**src/pkg/latch_sup_pkg.sv**
```systemverilog
// Constants, types and register map of the protection latch supervisor
package latch_sup_pkg;
   // ----------------------------------------------------------------
   // Clock and timing
   // ----------------------------------------------------------------
   localparam int CLK_HZ = 25_000_000;
   localparam int CYC_PER_US = CLK_HZ / 1_000_000;
   localparam int CYC_PER_MS = CLK_HZ / 1_000;
   localparam int QUAL_US = 10;
   localparam int EXT_US_65K = 55;
   localparam int EXT_US_100K = 35;
   localparam int HI_US = 50;
   localparam int LO_US = 350;
   localparam int OFF_MS = 600;
   localparam int QUAL_CYC = QUAL_US * CYC_PER_US;
   localparam int EXT_CYC_65K = EXT_US_65K * CYC_PER_US;
   localparam int EXT_CYC_100K = EXT_US_100K * CYC_PER_US;
   localparam int HI_CYC = HI_US * CYC_PER_US;
   localparam int LO_CYC = LO_US * CYC_PER_US;
   localparam int OFF_CYC = OFF_MS * CYC_PER_MS;
   localparam int CW = 24;
   localparam logic [3:0] SS_LAST = 4'hf;
   // ----------------------------------------------------------------
   // Qualification filters and events
   // ----------------------------------------------------------------
   localparam int NF = 8;
   localparam int F_FAULT = 0;
   localparam int F_UV = 1;
   localparam int F_EXT = 2;
   localparam int F_OVP = 3;
   localparam int F_TSD = 4;
   localparam int F_OFF = 5;
   localparam int F_HI = 6;
   localparam int F_LO = 7;
   localparam int EV_WS = 8;
   localparam int NEV = 9;
   // ----------------------------------------------------------------
   // Register map
   // ----------------------------------------------------------------
   localparam int AW = 2;
   localparam int DW = 16;
   localparam logic [1:0] REG_CTRL = 2'h0;
   localparam logic [1:0] REG_STATUS = 2'h1;
   localparam logic [1:0] REG_MASK = 2'h2;
   localparam logic [1:0] REG_STATE = 2'h3;
   localparam logic [1:0] CTRL_RST = 2'h0;
   localparam logic [NEV-1:0] MASK_RST = 9'h000;
   localparam int CTRL_AUTOREC = 0;
   localparam int CTRL_100K = 1;

   typedef enum logic [2:0] {
      ST_IDLE = 3'b000,
      ST_SOFT = 3'b001,
      ST_RUN = 3'b010,
      ST_LATCH = 3'b011,
      ST_TSD = 3'b100,
      ST_OFF = 3'b101
   } state_t;

   typedef enum logic [2:0] {
      C_NONE = 3'b000,
      C_FAULT = 3'b001,
      C_WS = 3'b010,
      C_UV = 3'b011,
      C_EXT = 3'b100,
      C_OVP = 3'b101,
      C_PIN = 3'b110
   } cause_t;

   typedef struct packed {
      logic cs_at_limit;
      logic max_duty_end;
      logic cs_above_stop;
      logic vcc_below_off;
      logic vcc_below_reset;
      logic vcc_above_start;
      logic vcc_above_ovp;
      logic ext_latch_req;
      logic latch_above_high;
      logic latch_below_low;
      logic thermal_shutdown;
      logic feedback_below_off;
      logic feedback_above_on;
      logic x2_discharge_done;
   } sense_t;

   typedef struct packed {
      logic [AW-1:0] addr;
      logic [DW-1:0] wdata;
      logic wr;
      logic rd;
   } reg_req_t;
endpackage : latch_sup_pkg

```
**src/hdl/protection_latch_supervisor.sv**
```systemverilog
// Protection, latch-off and release supervisor of the flyback controller
//
// The implementer's own choices: the address map and the plain strobed port.
module protection_latch_supervisor
   import latch_sup_pkg::*;
#(
   parameter int FAULT_CYC = 1000,
   parameter int AUTOREC_CYC = 4000,
   parameter int SS_STEP_CYC = 1000,
   parameter int HI_CYC_100K = HI_CYC,
   parameter int LO_LIM = LO_CYC,
   parameter int OFF_LIM = OFF_CYC
) (
   input wire logic sys_clk,
   input wire logic srst,
   input wire reg_req_t reg_req,
   output logic [DW-1:0] reg_rdata,
   input wire sense_t sense,
   input wire logic pwm_request,
   output logic gate_drive_out,
   output logic hv_startup_en,
   output logic internal_supply_en,
   output logic softstart_bias_current,
   output logic thermal_shutdown_cleared,
   output logic [3:0] cs_setpoint_step,
   output logic irq
);
   // ----------------------------------------------------------------
   // Registers
   // ----------------------------------------------------------------
   state_t state_r, state_nxt;
   cause_t cause_r, cause_nxt;
   logic [1:0] ctrl_r, ctrl_nxt;
   logic [NEV-1:0] status_r, status_nxt;
   logic [NEV-1:0] mask_r, mask_nxt;
   logic [DW-1:0] rdata_r, rdata_nxt;
   logic [CW-1:0] ar_r, ar_nxt;
   logic [CW-1:0] ss_cnt_r, ss_cnt_nxt;
   logic [3:0] step_r, step_nxt;
   logic gate_r, gate_nxt;
   logic tsdc_r, tsdc_nxt;
   logic [NEV-1:0] trip;
   logic [NF-1:0] cond, fen, qual;
   logic active, opt_b, fast;

   assign active = (state_r == ST_SOFT) || (state_r == ST_RUN);
   assign opt_b = ctrl_r[CTRL_AUTOREC];
   assign fast = ctrl_r[CTRL_100K];

   // ----------------------------------------------------------------
   // Qualification filters
   // ----------------------------------------------------------------
   // Conditions and the windows in which each is allowed to count
   always_comb begin
      cond = '0;
      fen = '0;
      cond[F_FAULT] = sense.cs_at_limit | sense.max_duty_end;
      cond[F_UV] = sense.vcc_below_off;
      cond[F_EXT] = sense.ext_latch_req;
      cond[F_OVP] = sense.vcc_above_ovp;
      cond[F_TSD] = sense.thermal_shutdown;
      cond[F_OFF] = sense.feedback_below_off;
      cond[F_HI] = sense.latch_above_high;
      cond[F_LO] = sense.latch_below_low;
      fen[F_FAULT] = active;
      fen[F_UV] = active;
      fen[F_EXT] = active;
      fen[F_OVP] = active;
      fen[F_TSD] = active || (state_r == ST_IDLE);
      fen[F_OFF] = (state_r == ST_RUN);
      // Comparators settle only once the supply reached start
      fen[F_HI] = sense.vcc_above_start &&
         (active || (state_r == ST_IDLE));
      fen[F_LO] = (state_r == ST_RUN);
   end

   function automatic logic [CW-1:0] lim(input int i, input logic f);
      int v;
      v = QUAL_CYC;
      case (i)
         F_FAULT: v = FAULT_CYC;
         F_EXT: v = f ? EXT_CYC_100K : EXT_CYC_65K;
         F_OFF: v = OFF_LIM;
         F_HI: v = f ? HI_CYC_100K : HI_CYC;
         F_LO: v = LO_LIM;
         default: v = QUAL_CYC;
      endcase
      return CW'(v);
   endfunction : lim

   for (genvar i = 0; i < NF; i++) begin : g_flt
      logic [CW-1:0] cnt_r, cnt_nxt;
      // A drop of the condition restarts the count, so spikes vanish
      always_comb begin
         cnt_nxt = '0;
         if (cond[i] && fen[i]) begin
            if (cnt_r == lim(i, fast)) begin
               cnt_nxt = cnt_r;
            end else begin
               cnt_nxt = cnt_r + CW'(1);
            end
         end
      end
      always_ff @(posedge sys_clk) begin
         if (srst) begin
            cnt_r <= '0;
         end else begin
            cnt_r <= cnt_nxt;
         end
      end
      assign qual[i] = cond[i] && fen[i] && (cnt_r == lim(i, fast));
   end

   // ----------------------------------------------------------------
   // Protection state machine
   // ----------------------------------------------------------------
   always_comb begin
      state_nxt = state_r;
      cause_nxt = cause_r;
      ar_nxt = '0;
      ss_cnt_nxt = ss_cnt_r;
      step_nxt = step_r;
      trip = '0;
      case (state_r)
         ST_IDLE: begin
            ss_cnt_nxt = '0;
            step_nxt = '0;
            if (qual[F_TSD]) begin
               state_nxt = ST_TSD;
               trip[F_TSD] = 1'b1;
            end else if (qual[F_HI]) begin
               state_nxt = ST_LATCH;
               cause_nxt = C_PIN;
               trip[F_HI] = 1'b1;
            end else if (sense.vcc_above_start &&
                         !sense.latch_above_high) begin
               state_nxt = ST_SOFT;
            end
         end
         ST_SOFT, ST_RUN: begin
            if (state_r == ST_SOFT) begin
               // Setpoint climbs one step per step period
               if (ss_cnt_r == CW'(SS_STEP_CYC - 1)) begin
                  ss_cnt_nxt = '0;
                  step_nxt = step_r + 4'h1;
                  if (step_r == SS_LAST - 4'h1) begin
                     state_nxt = ST_RUN;
                  end
               end else begin
                  ss_cnt_nxt = ss_cnt_r + CW'(1);
               end
            end
            if (sense.cs_above_stop) begin
               state_nxt = ST_LATCH;
               cause_nxt = C_WS;
               trip[EV_WS] = 1'b1;
            end else if (qual[F_TSD]) begin
               state_nxt = ST_TSD;
               trip[F_TSD] = 1'b1;
            end else if (qual[F_UV]) begin
               state_nxt = ST_LATCH;
               cause_nxt = C_UV;
               trip[F_UV] = 1'b1;
            end else if (qual[F_OVP]) begin
               state_nxt = ST_LATCH;
               cause_nxt = C_OVP;
               trip[F_OVP] = 1'b1;
            end else if (qual[F_EXT]) begin
               state_nxt = ST_LATCH;
               cause_nxt = C_EXT;
               trip[F_EXT] = 1'b1;
            end else if (qual[F_HI] || qual[F_LO]) begin
               state_nxt = ST_LATCH;
               cause_nxt = C_PIN;
               trip[F_HI] = qual[F_HI];
               trip[F_LO] = qual[F_LO] && !qual[F_HI];
            end else if (qual[F_FAULT]) begin
               state_nxt = ST_LATCH;
               cause_nxt = C_FAULT;
               trip[F_FAULT] = 1'b1;
            end else if (qual[F_OFF]) begin
               state_nxt = ST_OFF;
               trip[F_OFF] = 1'b1;
            end
         end
         ST_LATCH: begin
            ss_cnt_nxt = '0;
            step_nxt = '0;
            // Autorecovery only after overcurrent or winding short
            if (opt_b && (cause_r == C_FAULT || cause_r == C_WS)) begin
               ar_nxt = ar_r + CW'(1);
            end
            if (sense.x2_discharge_done) begin
               state_nxt = ST_IDLE;
            end else if (cause_r == C_UV) begin
               if (!sense.vcc_below_reset) begin
                  state_nxt = ST_IDLE;
               end
            end else if (cause_r == C_EXT) begin
               if (!sense.vcc_above_start) begin
                  state_nxt = ST_IDLE;
               end
            end else if (sense.vcc_below_reset) begin
               state_nxt = ST_IDLE;
            end else if (ar_r == CW'(AUTOREC_CYC - 1)) begin
               state_nxt = ST_IDLE;
            end
            if (state_nxt == ST_IDLE) begin
               cause_nxt = C_NONE;
            end
         end
         ST_TSD: begin
            if (sense.vcc_above_start && !sense.thermal_shutdown) begin
               state_nxt = ST_SOFT;
               ss_cnt_nxt = '0;
               step_nxt = '0;
            end
         end
         ST_OFF: begin
            if (sense.vcc_above_start && sense.feedback_above_on) begin
               state_nxt = ST_SOFT;
               ss_cnt_nxt = '0;
               step_nxt = '0;
            end
         end
         default: begin
            state_nxt = ST_IDLE;
         end
      endcase
   end

   // Gate drive follows the modulator only in soft-start and run
   always_comb begin
      gate_nxt = pwm_request && !sense.cs_above_stop &&
         ((state_nxt == ST_SOFT) || (state_nxt == ST_RUN));
      tsdc_nxt = !sense.thermal_shutdown;
   end

   always_ff @(posedge sys_clk) begin
      if (srst) begin
         state_r <= ST_IDLE;
         cause_r <= C_NONE;
         ar_r <= '0;
         ss_cnt_r <= '0;
         step_r <= '0;
         gate_r <= 1'b0;
         tsdc_r <= 1'b0;
      end else begin
         state_r <= state_nxt;
         cause_r <= cause_nxt;
         ar_r <= ar_nxt;
         ss_cnt_r <= ss_cnt_nxt;
         step_r <= step_nxt;
         gate_r <= gate_nxt;
         tsdc_r <= tsdc_nxt;
      end
   end

   assign gate_drive_out = gate_r;
   assign cs_setpoint_step = (state_r == ST_RUN) ? SS_LAST : step_r;
   assign softstart_bias_current = (state_r == ST_SOFT);
   assign hv_startup_en = (state_r != ST_TSD);
   // Shutdown keeps the supply so the thermal event stays remembered
   assign internal_supply_en = (state_r != ST_OFF);
   assign thermal_shutdown_cleared = tsdc_r;

   // ----------------------------------------------------------------
   // Register port and interrupt
   // ----------------------------------------------------------------
   always_comb begin
      ctrl_nxt = ctrl_r;
      mask_nxt = mask_r;
      status_nxt = status_r;
      rdata_nxt = '0;
      if (reg_req.wr) begin
         if (reg_req.addr == REG_CTRL) begin
            ctrl_nxt = reg_req.wdata[1:0];
         end else if (reg_req.addr == REG_MASK) begin
            mask_nxt = reg_req.wdata[NEV-1:0];
         end else if (reg_req.addr == REG_STATUS) begin
            status_nxt = status_r & ~reg_req.wdata[NEV-1:0];
         end
      end
      // A new event wins over a clear in the same cycle
      status_nxt = status_nxt | trip;
      if (reg_req.rd) begin
         if (reg_req.addr == REG_CTRL) begin
            rdata_nxt = {14'h0000, ctrl_r};
         end else if (reg_req.addr == REG_STATUS) begin
            rdata_nxt = {7'h00, status_r};
         end else if (reg_req.addr == REG_MASK) begin
            rdata_nxt = {7'h00, mask_r};
         end else begin
            rdata_nxt = {5'h00, tsdc_r, step_r, cause_r, state_r};
         end
      end
   end

   always_ff @(posedge sys_clk) begin
      if (srst) begin
         ctrl_r <= CTRL_RST;
         mask_r <= MASK_RST;
         status_r <= '0;
         rdata_r <= '0;
      end else begin
         ctrl_r <= ctrl_nxt;
         mask_r <= mask_nxt;
         status_r <= status_nxt;
         rdata_r <= rdata_nxt;
      end
   end

   assign reg_rdata = rdata_r;
   assign irq = |(status_r & mask_r);
endmodule : protection_latch_supervisor

```
**config.mk**
```make
export PLATFORM = sky130hd
export DESIGN_NAME = protection_latch_supervisor
export DESIGN_NICKNAME = d
export VERILOG_FILES = /design/src/pkg/latch_sup_pkg.sv /design/src/hdl/protection_latch_supervisor.sv
export SDC_FILE = /design/constraint.sdc
export NUM_CORES = 1
export LEC_CHECK = 0
export BUFFER_PORTS_ARGS = -buffer_cell sky130_fd_sc_hd__clkbuf_2
export CAP_MARGIN = 20
export CORE_ASPECT_RATIO = 1.2
export CORE_UTILIZATION = 56
export DETAILED_ROUTE_END_ITERATION = 8
export MAX_ROUTING_LAYER = met4
export PLACE_DENSITY = 0.77
export SYNTH_ARGS = -nofsm -noshare
export SYNTH_HDL_FRONTEND = slang
export SYNTH_SLANG_ARGS = --single-unit
```
**constraint.sdc**
```tcl
create_clock -name sys_clk -period 2.3 [get_ports sys_clk]
set_clock_uncertainty 0.05 [all_clocks]
set_input_delay 0.46 -clock sys_clk [delete_from_list [all_inputs] [get_ports sys_clk]]
set_output_delay 0.46 -clock sys_clk [all_outputs]
set_load 0.1 [all_outputs]
```
==> summary.txt, run 1 <==
Final layout
  • Layout area overhead: 22.41%
  • Final Util: 69.77%
  • Commonest non-fill, non-tap cell in the layout: nor2_1
  • Fraction of layout cells with a size suffix above 1: 19.25%
  • Final #Nets: 1827
  • Most frequent cells in the layout: nor2_1 (302), dfxtp_1 (275), buf_4 (163), nand2_1 (125), xor2_1 (120)
  • Final std cells w/o fill: 2110

Setup path
  • CP Launch Type: flip-flop
  • Max incr delay on CP: 0.58 ns
  • Worst endpoint data arrival time: 2.87 ns
  • Crit path cell chain: or4_1 -> nor4_1 -> buf_4 -> a32oi_1 -> buf_4 -> a2111oi_1 -> mux2_4
  • Crit path launch: g_flt[1].cnt_r[13]
  • CP Max Fanout: 3
  • Crit path buffers/inverters: 2
  • Top cell by count, worst path: buf_4
  • Worst r2r src: g_flt[1].cnt_r[13]
  • CP required: 2.74 ns
  • Critical path class: flip-flop to flip-flop
  • Worst Setup End Kind: flip-flop
  • Kind of cell adding the most delay to the critical path: simple AND/OR/NAND/NOR gates
  • Crit path max-delay cell type: or4_1

CTS
  • Clk slew on worst S/H paths: 0.06 ns
  • CTS max path bufs: 3
  • Clk_lat worst skew: 0.54 ns
  • # hold bufs at CTS: 0
  • CTS H-tree depth: 1
  • Clock root buffer: clkbuf_16
  • Num CTS Buffers: 28
  • # clock sinks: 283
  • CTS tree: done

STA
  • Minimum clock period: 2.434 ns
  • Final Hold Viols: 0
  • Final period util: 105.8%
  • Slew Limit Fails: 0
  • Worst Max-Slew Pin Slew: 0.7769 ns
  • Max Clock Freq: 0.4109 GHz
  • Relative slew slack: 48.21%
  • Setup TNS: -0.3205 ns
  • Hold slack: 0.1282 ns
  • Final setup violation count: 5
  • RSZ-0062 raised after global routing: yes
  • Final WS setup: -0.1336 ns

Place
  • Port bufs: 50
  • Placed insts: 2053
  • GP Congestion: 0.8893
  • DP HPWL: 21450 um

GRT
  • Gr usage total: 25.63%
  • Total grt overflow: 0
  • Vias in the first global route: 11180
  • Largest net degree at the start of global routing: 28
  • First-pass GRT wire length: 50110 um
  • Initial antenna violation count: 3

Synth
  • Ys async rst share: 0%
  • Sequential area share after synthesis: 42.84%
  • Top_reg_cell synth: dfxtp_1
  • Syn Std Cell Area: 13220 um2
  • Average cell area after synthesis: 8.385 um2
  • Post-synth EDFFs: 0
  • Cells after Synth: 1577
  • Synth Register Bits: 283
  • Synth cell types: 68
  • YS warnings: 0

Worst hold path
  • HP Class: primary input to flip-flop
  • Hold Path Origin: sense[3]

Power
  • VDD IR-drop max: 0.6382 mV
  • Pwr Total: 10.39 mW
  • Cell Pwr Density: 641.9 nW/um2
  • Leakage: 5.872 nW

Drt
  • DRC violations left: 0
  • Wire per inst: 14.30 um
  • Drt first-iter violations: 640
  • Drt first pass iters: 7
  • Final wirelength: 30180 um
  • ANT nets after route: 0
  • Avg Vias per Cell: 5.489
  • Vias: 11580

Die
  • Die Wd: 142.3 um
  • Core area: 23200 um2
  • Initial Util: 56.99%
  • Standard-cell rows: 61
  • Die area: 24240 um2
  • Die Height: 170.3 um
  • # IOs: 63

Status
  • Outcome: finished, violations left
  • Failing checks: negative setup slack

Flow run
  • Max capacitance violation total: 0
## final timing paths
check,slack (ns),endpoint,cells past startpoint
setup / recovery,-0.13,cause_r[0],7
hold reg to reg,0.41,ar_r[0],1
setup reg to reg,-0.13,cause_r[0],7
hold / removal,0.13,thermal_shutdown_cleared,2
## power breakdown
part           internal (mW)  switching (mW)  leakage [nW]
registers               4.94          0.0378          2.29
logic                  0.240           0.432          3.10
clock network           2.85            1.89         0.486
## layout make-up
cell class	instances	area, um2
clock buffer	40	837.1
tap	315	394.1
inverter	40	153.9
timing repair buffer	213	1575
multi-input combinational	1205	7410
fill	1796	7014
antenna	3	7.507
clock inverter	11	130.1
sequential	283	5680
## cells in the mapped netlist (2+ instances only)
library cell	count	area, um2
nor4bb_1	5	50.05
or4b_1	3	30.03
nor4b_1	10	87.58
inv_1	40	150.1
ha_1	19	237.7
a32oi_1	2	17.52
or3_1	29	181.4
and2_1	9	56.30
a221oi_1	3	26.28
nand4b_1	2	17.52
a31oi_1	5	31.28
nand2b_1	14	87.58
and4_1	10	87.58
nor2_1	308	1156
o21ai_1	4	20.02
nand3b_1	6	45.04
nor4_2	3	37.54
nor3_1	33	165.2
buf_2	3	15.01
nand3_1	85	425.4
mux2_2	8	90.09
nor4_1	35	219.0
a22oi_1	12	90.09
nor2b_1	14	87.58
a211oi_1	5	37.54
o211ai_1	2	15.01
a21oi_1	47	235.2
or4_1	11	82.58
or2_2	17	106.4
nand2_1	126	473.0
clkbuf_1	44	165.2
mux2_1	2	22.52
mux2i_1	14	140.1
xor2_1	120	1051
nand4_1	50	312.8
xnor2_1	81	709.4
dfxtp_1	283	5665
and3_1	41	256.5
buf_4	5	37.54
nor3b_1	6	45.04
o31ai_1	3	22.52
o21ai_0	31	155.2
mux4_2	2	45.04
## cells by family (layout without fill, tap and decap cells)
| kind of cell | Yosys count | count (layout) | synth area share (%) |
|---|---|---|---|
| compound gates | 128 | 128 | 6.027 |
| xor+xnor | 201 | 201 | 13.31 |
| fa+ha+maj | 20 | 20 | 1.873 |
| buf+inv | 93 | 304 | 2.810 |
| flops | 283 | 283 | 42.84 |
| mux | 26 | 26 | 2.252 |
| other cells | 1 | 8 | 0.02836 |
| simple gates | 825 | 825 | 30.85 |
## repair_timing
item | CTS | global route
resized for setup | 20 | 34
setup endpoints to repair | 20 | 31
setup buffers | 0 | 3
pin swaps | 7 | 5
## registers in the layout, indices dropped and copies added (netlist names)
name / count
state_r: 3
ctrl_r: 2
cause_r: 3
step_r: 4
status_r: 9
mask_r: 9
thermal_shutdown_cleared: 1
g_flt.cnt_r: 192
ss_cnt_r: 24
ar_r: 24
gate_drive_out: 1
reg_rdata: 11
## routing by layer
metal	up-vias	track usage, %	routed length (um)
met5	-	-	0
met4	0	9.350	966
met3	78	3.742	1427
met2	256	45.33	15020
met1	5449	29.21	12770
li1	5799	-	-
## through the flow
step	area (um2)	setup slack, ns
5_1_grt	16190	-0.1676
3_3_place_gp	15000	-0.1472
6_report	16190	-0.1336
2_1_floorplan	13300	-0.05249
4_1_cts	16040	-0.09208
3_5_place_dp	15000	-0.1617
Power figures use the tool's default switching activity.
==> inputs of run 2 (changes only) <==
--- a/config.mk
+++ b/config.mk
@@ -11,7 +11,7 @@
 export CORE_UTILIZATION = 56
 export DETAILED_ROUTE_END_ITERATION = 8
 export MAX_ROUTING_LAYER = met4
-export PLACE_DENSITY = 0.77
+export PLACE_DENSITY = 0.89
 export SYNTH_ARGS = -nofsm -noshare
 export SYNTH_HDL_FRONTEND = slang
 export SYNTH_SLANG_ARGS = --single-unit
==> run 2 against run 1 <==
  * The run still ends with negative setup slack left
  * Sequential power about the same
  * First-iteration DRC count up 77%
  * Flip-flop and latch count unchanged
  * Die area unchanged
  * Sequential share of layout area up 0.18 points
  * Clock power down 3%
  * Cell count down 0.95%
  * Critical path type unchanged
  * Critical endpoint is now status_r[5]
  * Highest routed layer unchanged
==> summary.txt, run 2 (synthesis results as in run 1) <==
Status
  • Outcome: finished, violations left
  • Failing checks: negative setup slack

Final layout
  • Final #Nets: 1805
  • Most flop-heavy register: g_flt.cnt_r
  • Fraction of layout cells with a size suffix above 1: 18.93%
  • Largest register FFs: 192
  • Top Registers: g_flt.cnt_r x192, ar_r x24, ss_cnt_r x24
  • Final std cells w/o fill: 2090
  • Layout area overhead: 21.80%
  • Final Util: 69.42%
  • Multi-input logic area: 7487 um2
  • Most frequent cells in the layout: nor2_1 (304), dfxtp_1 (272), buf_4 (138), nand2_1 (124), xor2_1 (120)
  • Commonest non-fill, non-tap cell in the layout: nor2_1
  • Seq. cell area: 5682 um2
  • # fillers: 1582

Setup path
  • Crit path cell chain: buf_4 -> inv_1 -> nand2_1 -> nor2_1 -> nand3_2 -> nor3_1 -> buf_4 -> a22oi_1 -> nor2_1
  • Max incr delay on CP: 0.52 ns
  • Critical path class: flip-flop to flip-flop
  • Worst Setup End Kind: flip-flop
  • Worst endpoint data arrival time: 3.03 ns
  • CP Max Fanout: 7
  • CP required: 2.73 ns
  • Crit path max-delay cell type: nor2_1
  • CP Launch Type: flip-flop

CTS
  • Clk slew on worst S/H paths: 0.06 ns
  • Clock root buffer: clkbuf_16
  • # hold bufs at CTS: 0
  • Num CTS Buffers: 29
  • # clock sinks: 283
  • CTS tree: done
  • CTS H-tree depth: 1
  • Clk_lat worst skew: 0.56 ns
  • CTS max path bufs: 3

Die
  • Die Height: 170.3 um
  • # IOs: 63
  • Die Wd: 142.3 um
  • Initial Util: 56.99%
  • Standard-cell rows: 61
  • Die area: 24240 um2
  • Core area: 23200 um2

GRT
  • Largest net degree at the start of global routing: 25
  • Total grt overflow: 0
  • Vias in the first global route: 11750
  • First-pass GRT wire length: 53750 um
  • Gr usage total: 27.58%
  • Initial antenna violation count: 4

Power
  • Leakage: 5.767 nW
  • VDD IR-drop max: 0.5888 mV
  • Cell Pwr Density: 639.3 nW/um2

Drt
  • Vias: 12200
  • Final wirelength: 34250 um
  • Drt first pass iters: 5
  • Drt first-iter violations: 1132
  • ANT nets after route: 0
  • DRC violations left: 0
  • Avg Vias per Cell: 5.839
  • Wire per inst: 16.39 um

STA
  • Relative slew slack: 46.37%
  • RSZ-0062 raised after global routing: yes
  • Worst Max-Slew Pin Slew: 0.8045 ns
  • Final period util: 112.9%
  • Slew Limit Fails: 0
  • Final Hold Viols: 0
  • Max Clock Freq: 0.3850 GHz
  • Minimum clock period: 2.598 ns
  • Final setup violation count: 8
  • Setup TNS: -1.397 ns
  • Final WS setup: -0.2976 ns

Place
  • Placed insts: 2026
  • Port bufs: 50
  • GP Congestion: 0.9092
  • DP HPWL: 22040 um

Worst hold path
  • HP Class: primary input to flip-flop

Flow run
  • Max capacitance violation total: 0
run 2: cell types whose count changed in the layout (fill, tap and decap cells not counted), sizes merged:
cell | previous run | this run
buf | 169 | 147
bufinv | 3 | 0
clkbuf | 84 | 88
clkinv | 8 | 5
clkinvlp | 1 | 2
diode | 3 | 5
inv | 39 | 40
run 2: cell type report:
class | instances | area share, %
Clock inverter | 7 | 0.3263
Tap cell | 315 | 2.447
Clock buffer | 45 | 5.562
Antenna cell | 5 | 0.07768
Sequential cell | 283 | 35.28
Multi-Input combinational cell | 1205 | 46.48
Inverter | 40 | 0.9555
Timing Repair Buffer | 190 | 8.871
run 2: per-layer routing:
metal | track usage [%] | wire [um]
met1 | 30.20 | 13210
met2 | 48.42 | 16860
met4 | 12.76 | 1772
met5 | - | 0
met3 | 4.811 | 2401
run 2: power by group:
group,switching (mW),internal (mW),total [mW]
clock network,1.94,2.67,4.60
logic,0.473,0.238,0.711
registers,0.0437,4.94,4.98
total,2.45,7.84,10.3
run 2: final timing paths:
| path | from | end | slack, ns | depth (start not counted) |
|---|---|---|---|---|
| max | state_r[2] | status_r[5] | -0.30 | 9 |
| min | reg_req[9] | mask_r[7] | 0.12 | 3 |
| max reg2reg | state_r[2] | status_r[5] | -0.30 | 9 |
| min reg2reg | ar_r[0] | ar_r[0] | 0.40 | 1 |
run 2: worst max-delay path, delay by kind of cell (launching register included):
| kind | cells | cell delay (ns) |
|---|---|---|
| and+or+nand+nor | 5 | 1.55 |
| buffers and inverters | 3 | 0.49 |
| DFF | 1 | 0.34 |
| AOI/OAI and AO/OA | 1 | 0.08 |
run 2: repair_timing:
| action | CTS | global route |
|---|---|---|
| setup buffers | 0 | 7 |
| setup endpoints to repair | 20 | 37 |
| gates resized for setup | 27 | 46 |
| pin swaps | 7 | 13 |
run 2: metrics by stage:
| stage | area, um2 | setup slack (ns) | hold slack [ns] | total power, mW |
|---|---|---|---|---|
| detailed placement | 14790 | -0.1658 | 0.3947 | 5.720 |
| global route | 16100 | -0.3455 | 0.1306 | 10.56 |
| floorplan | 13300 | -0.05249 | 0.3629 | 5.509 |
| CTS | 15860 | -0.08024 | 0.1112 | 10.28 |
| global placement | 14790 | -0.1525 | 0.3759 | 5.700 |
| finish | 16110 | -0.2976 | 0.1208 | 10.30 |
==> inputs of run 3 (changes only) <==
--- a/config.mk
+++ b/config.mk
@@ -9,6 +9,7 @@
 export CAP_MARGIN = 20
 export CORE_ASPECT_RATIO = 1.2
 export CORE_UTILIZATION = 56
+export CTS_BUF_LIST = sky130_fd_sc_hd__clkbuf_16
 export DETAILED_ROUTE_END_ITERATION = 8
 export MAX_ROUTING_LAYER = met4
 export PLACE_DENSITY = 0.89
==> run 3 against run 2 <==
  * The run still ends with negative setup slack left
  * Combinational power fell by 1%
  * Final area fell by 0.71%
  * Hold slack lost 0.0055 ns
==> summary.txt, run 3 (synthesis results as in run 1) <==
Status
  • Outcome: finished, violations left
  • Failing checks: negative setup slack

Drt
  • Wire length on met3: 2202 um
  • ANT nets after route: 0
  • Drt first pass iters: 9
  • Vias: 12140
  • Final wirelength: 33350 um
  • Avg Vias per Cell: 5.813
  • Max Used Layer: met4
  • Drt first-iter violations: 968
  • Wire per inst: 15.96 um
  • WL met1: 13130 um
  • DRC violations left: 0
  • Routed length on met2: 16420 um

Die
  • Die area: 24240 um2
  • # IOs: 63
  • Initial Util: 56.99%
  • Die Wd: 142.3 um
  • Standard-cell rows: 61
  • Core area: 23200 um2
  • Die Height: 170.3 um

Worst hold path
  • Hold Path Origin: reg_req[7]
  • HP Class: primary input to flip-flop
  • Hold path cells: 3
  • WHS Endpoint: mask_r[5]

STA
  • Final WS setup: -0.1897 ns
  • Hold slack: 0.1154 ns
  • Worst Max-Slew Pin Slew: 0.8051 ns
  • Final setup violation count: 7
  • Final Hold Viols: 0
  • Max Clock Freq: 0.4017 GHz
  • Setup TNS: -0.6095 ns
  • Final period util: 108.2%
  • Relative slew slack: 46.33%
  • RSZ-0062 raised after global routing: yes
  • Minimum clock period: 2.490 ns
  • Slew Limit Fails: 0

Setup path
  • Worst r2r src: g_flt[7].cnt_r[6]
  • Critical path class: flip-flop to flip-flop
  • CP required: 2.69 ns
  • Flop2flop setup slack: -0.19 ns
  • Worst endpoint data arrival time: 2.88 ns
  • Reg-to-Reg End: cause_r[0]
  • CP Max Fanout: 5
  • R2R depth: 6
  • Worst Setup End Kind: flip-flop
  • CP Launch Type: flip-flop

GRT
  • Initial antenna violation count: 3
  • Gr usage total: 26.95%
  • Total grt overflow: 0
  • First-pass GRT wire length: 52730 um
  • Largest net degree at the start of global routing: 25
  • Vias in the first global route: 11590

Final layout
  • Largest register FFs: 192
  • Commonest non-fill, non-tap cell in the layout: nor2_1
  • Most flop-heavy register: g_flt.cnt_r
  • Fraction of layout cells with a size suffix above 1: 18.24%
  • Layout area overhead: 20.94%
  • Final #Nets: 1806
  • Most frequent cells in the layout: nor2_1 (306), dfxtp_1 (273), buf_4 (140), nand2_1 (124), xor2_1 (120)
  • Top Registers: g_flt.cnt_r x192, ar_r x24, ss_cnt_r x24
  • Final Util: 68.93%

Flow run
  • Max capacitance violation total: 0

CTS
  • Clk_lat worst skew: 0.56 ns
  • CTS tree: done
  • # clock sinks: 283
  • CTS max path bufs: 3
  • Num CTS Buffers: 29
  • CTS H-tree depth: 1
  • Clk slew on worst S/H paths: 0.06 ns
  • Clock root buffer: clkbuf_16
  • # hold bufs at CTS: 0

Power
  • Gate power share: 7.1%
  • Psw: 2.435 mW
  • Sw Ratio: 24.62%
  • VDD IR-drop max: 0.5807 mV
  • Internal power: 7.455 mW
  • Cell Pwr Density: 618.4 nW/um2
  • Leakage: 5.726 nW
  • Clk pwr share: 42.5%
  • Sequential share of power: 50.4%

Place
  • Port bufs: 50
  • GP Congestion: 0.9092
  • DP HPWL: 22040 um
## run 3: changes by cell type in the layout (fill, tap and decap cells not counted), moves of 2 or more
cell / before / now
clkinv_1: 0 / 11
or4_1: 5 / 7
diode_2: 5 / 3
nor2_4: 2 / 0
clkbuf_1: 5 / 0
clkbuf_8: 11 / 0
or4_4: 7 / 5
nor2_1: 304 / 306
buf_4: 138 / 140
inv_1: 39 / 44
## run 3: area by class of cell
type	instances	area, um2
antenna	3	7.507
clock buffer	29	725.7
clock inverter	23	112.6
fill	1608	7209
inverter	40	153.9
multi-input combinational	1205	7486
sequential	283	5680
tap	315	394.1
timing repair buffer	191	1433
## run 3: worst max path at each step
stage | slack [ns] | start | end
after floorplan | -0.05 | g_flt[2].cnt_r[1] | cause_r[0]
after global placement | -0.15 | g_flt[7].cnt_r[0] | cause_r[0]
after detailed placement | -0.17 | g_flt[2].cnt_r[5] | cause_r[0]
after CTS | -0.09 | g_flt[2].cnt_r[1] | cause_r[0]
after global routing | -0.25 | ar_r[15] | cause_r[0]
final | -0.19 | g_flt[7].cnt_r[6] | cause_r[0]
## run 3: routing by layer
| metal | global-route usage, % | vias to the layer above |
|---|---|---|
| met5 | - | - |
| met3 | 4.474 | 157 |
| li1 | - | 5753 |
| met4 | 12.20 | 0 |
| met2 | 46.87 | 490 |
| met1 | 30.15 | 5743 |
## run 3: worst max-delay path, cell delays in order (launching register included)
cell	delay [ns]
dfxtp_1	0.31
or4b_1	0.57
or4_4	0.59
o221ai_4	0.25
o21ba_4	0.22
o21ai_4	0.08
mux2_4	0.31
## run 3: power groups by stage
stage                     combinational [mW]  clock, mW  sequential (mW)
after floorplan                        0.411          0             5.10
after global placement                 0.618          0             5.08
after detailed placement               0.635          0             5.08
after CTS                              0.659       4.23             4.98
after global routing                   0.741       4.45             4.98
final                                  0.704       4.21             4.98
## run 3: metrics by stage
step	std cells	worst slack (ns)	power, mW	area [um2]
after floorplan	1581	-0.05249	5.509	13300
after global placement	2026	-0.1525	5.700	14790
after detailed placement	2026	-0.1658	5.720	14790
after CTS	2080	-0.08719	9.869	15770
after global routing	2089	-0.2545	10.17	15990
final	2089	-0.1897	9.890	15990
## run 3: timing repair
| action | 4_1_cts | 5_1_grt |
|---|---|---|
| gates resized for setup | 29 | 39 |
| pin swaps | 6 | 12 |
| setup endpoints to repair | 17 | 32 |
| hold endpoints to repair | 0 | 0 |
| buffers inserted | 2 | 6 |
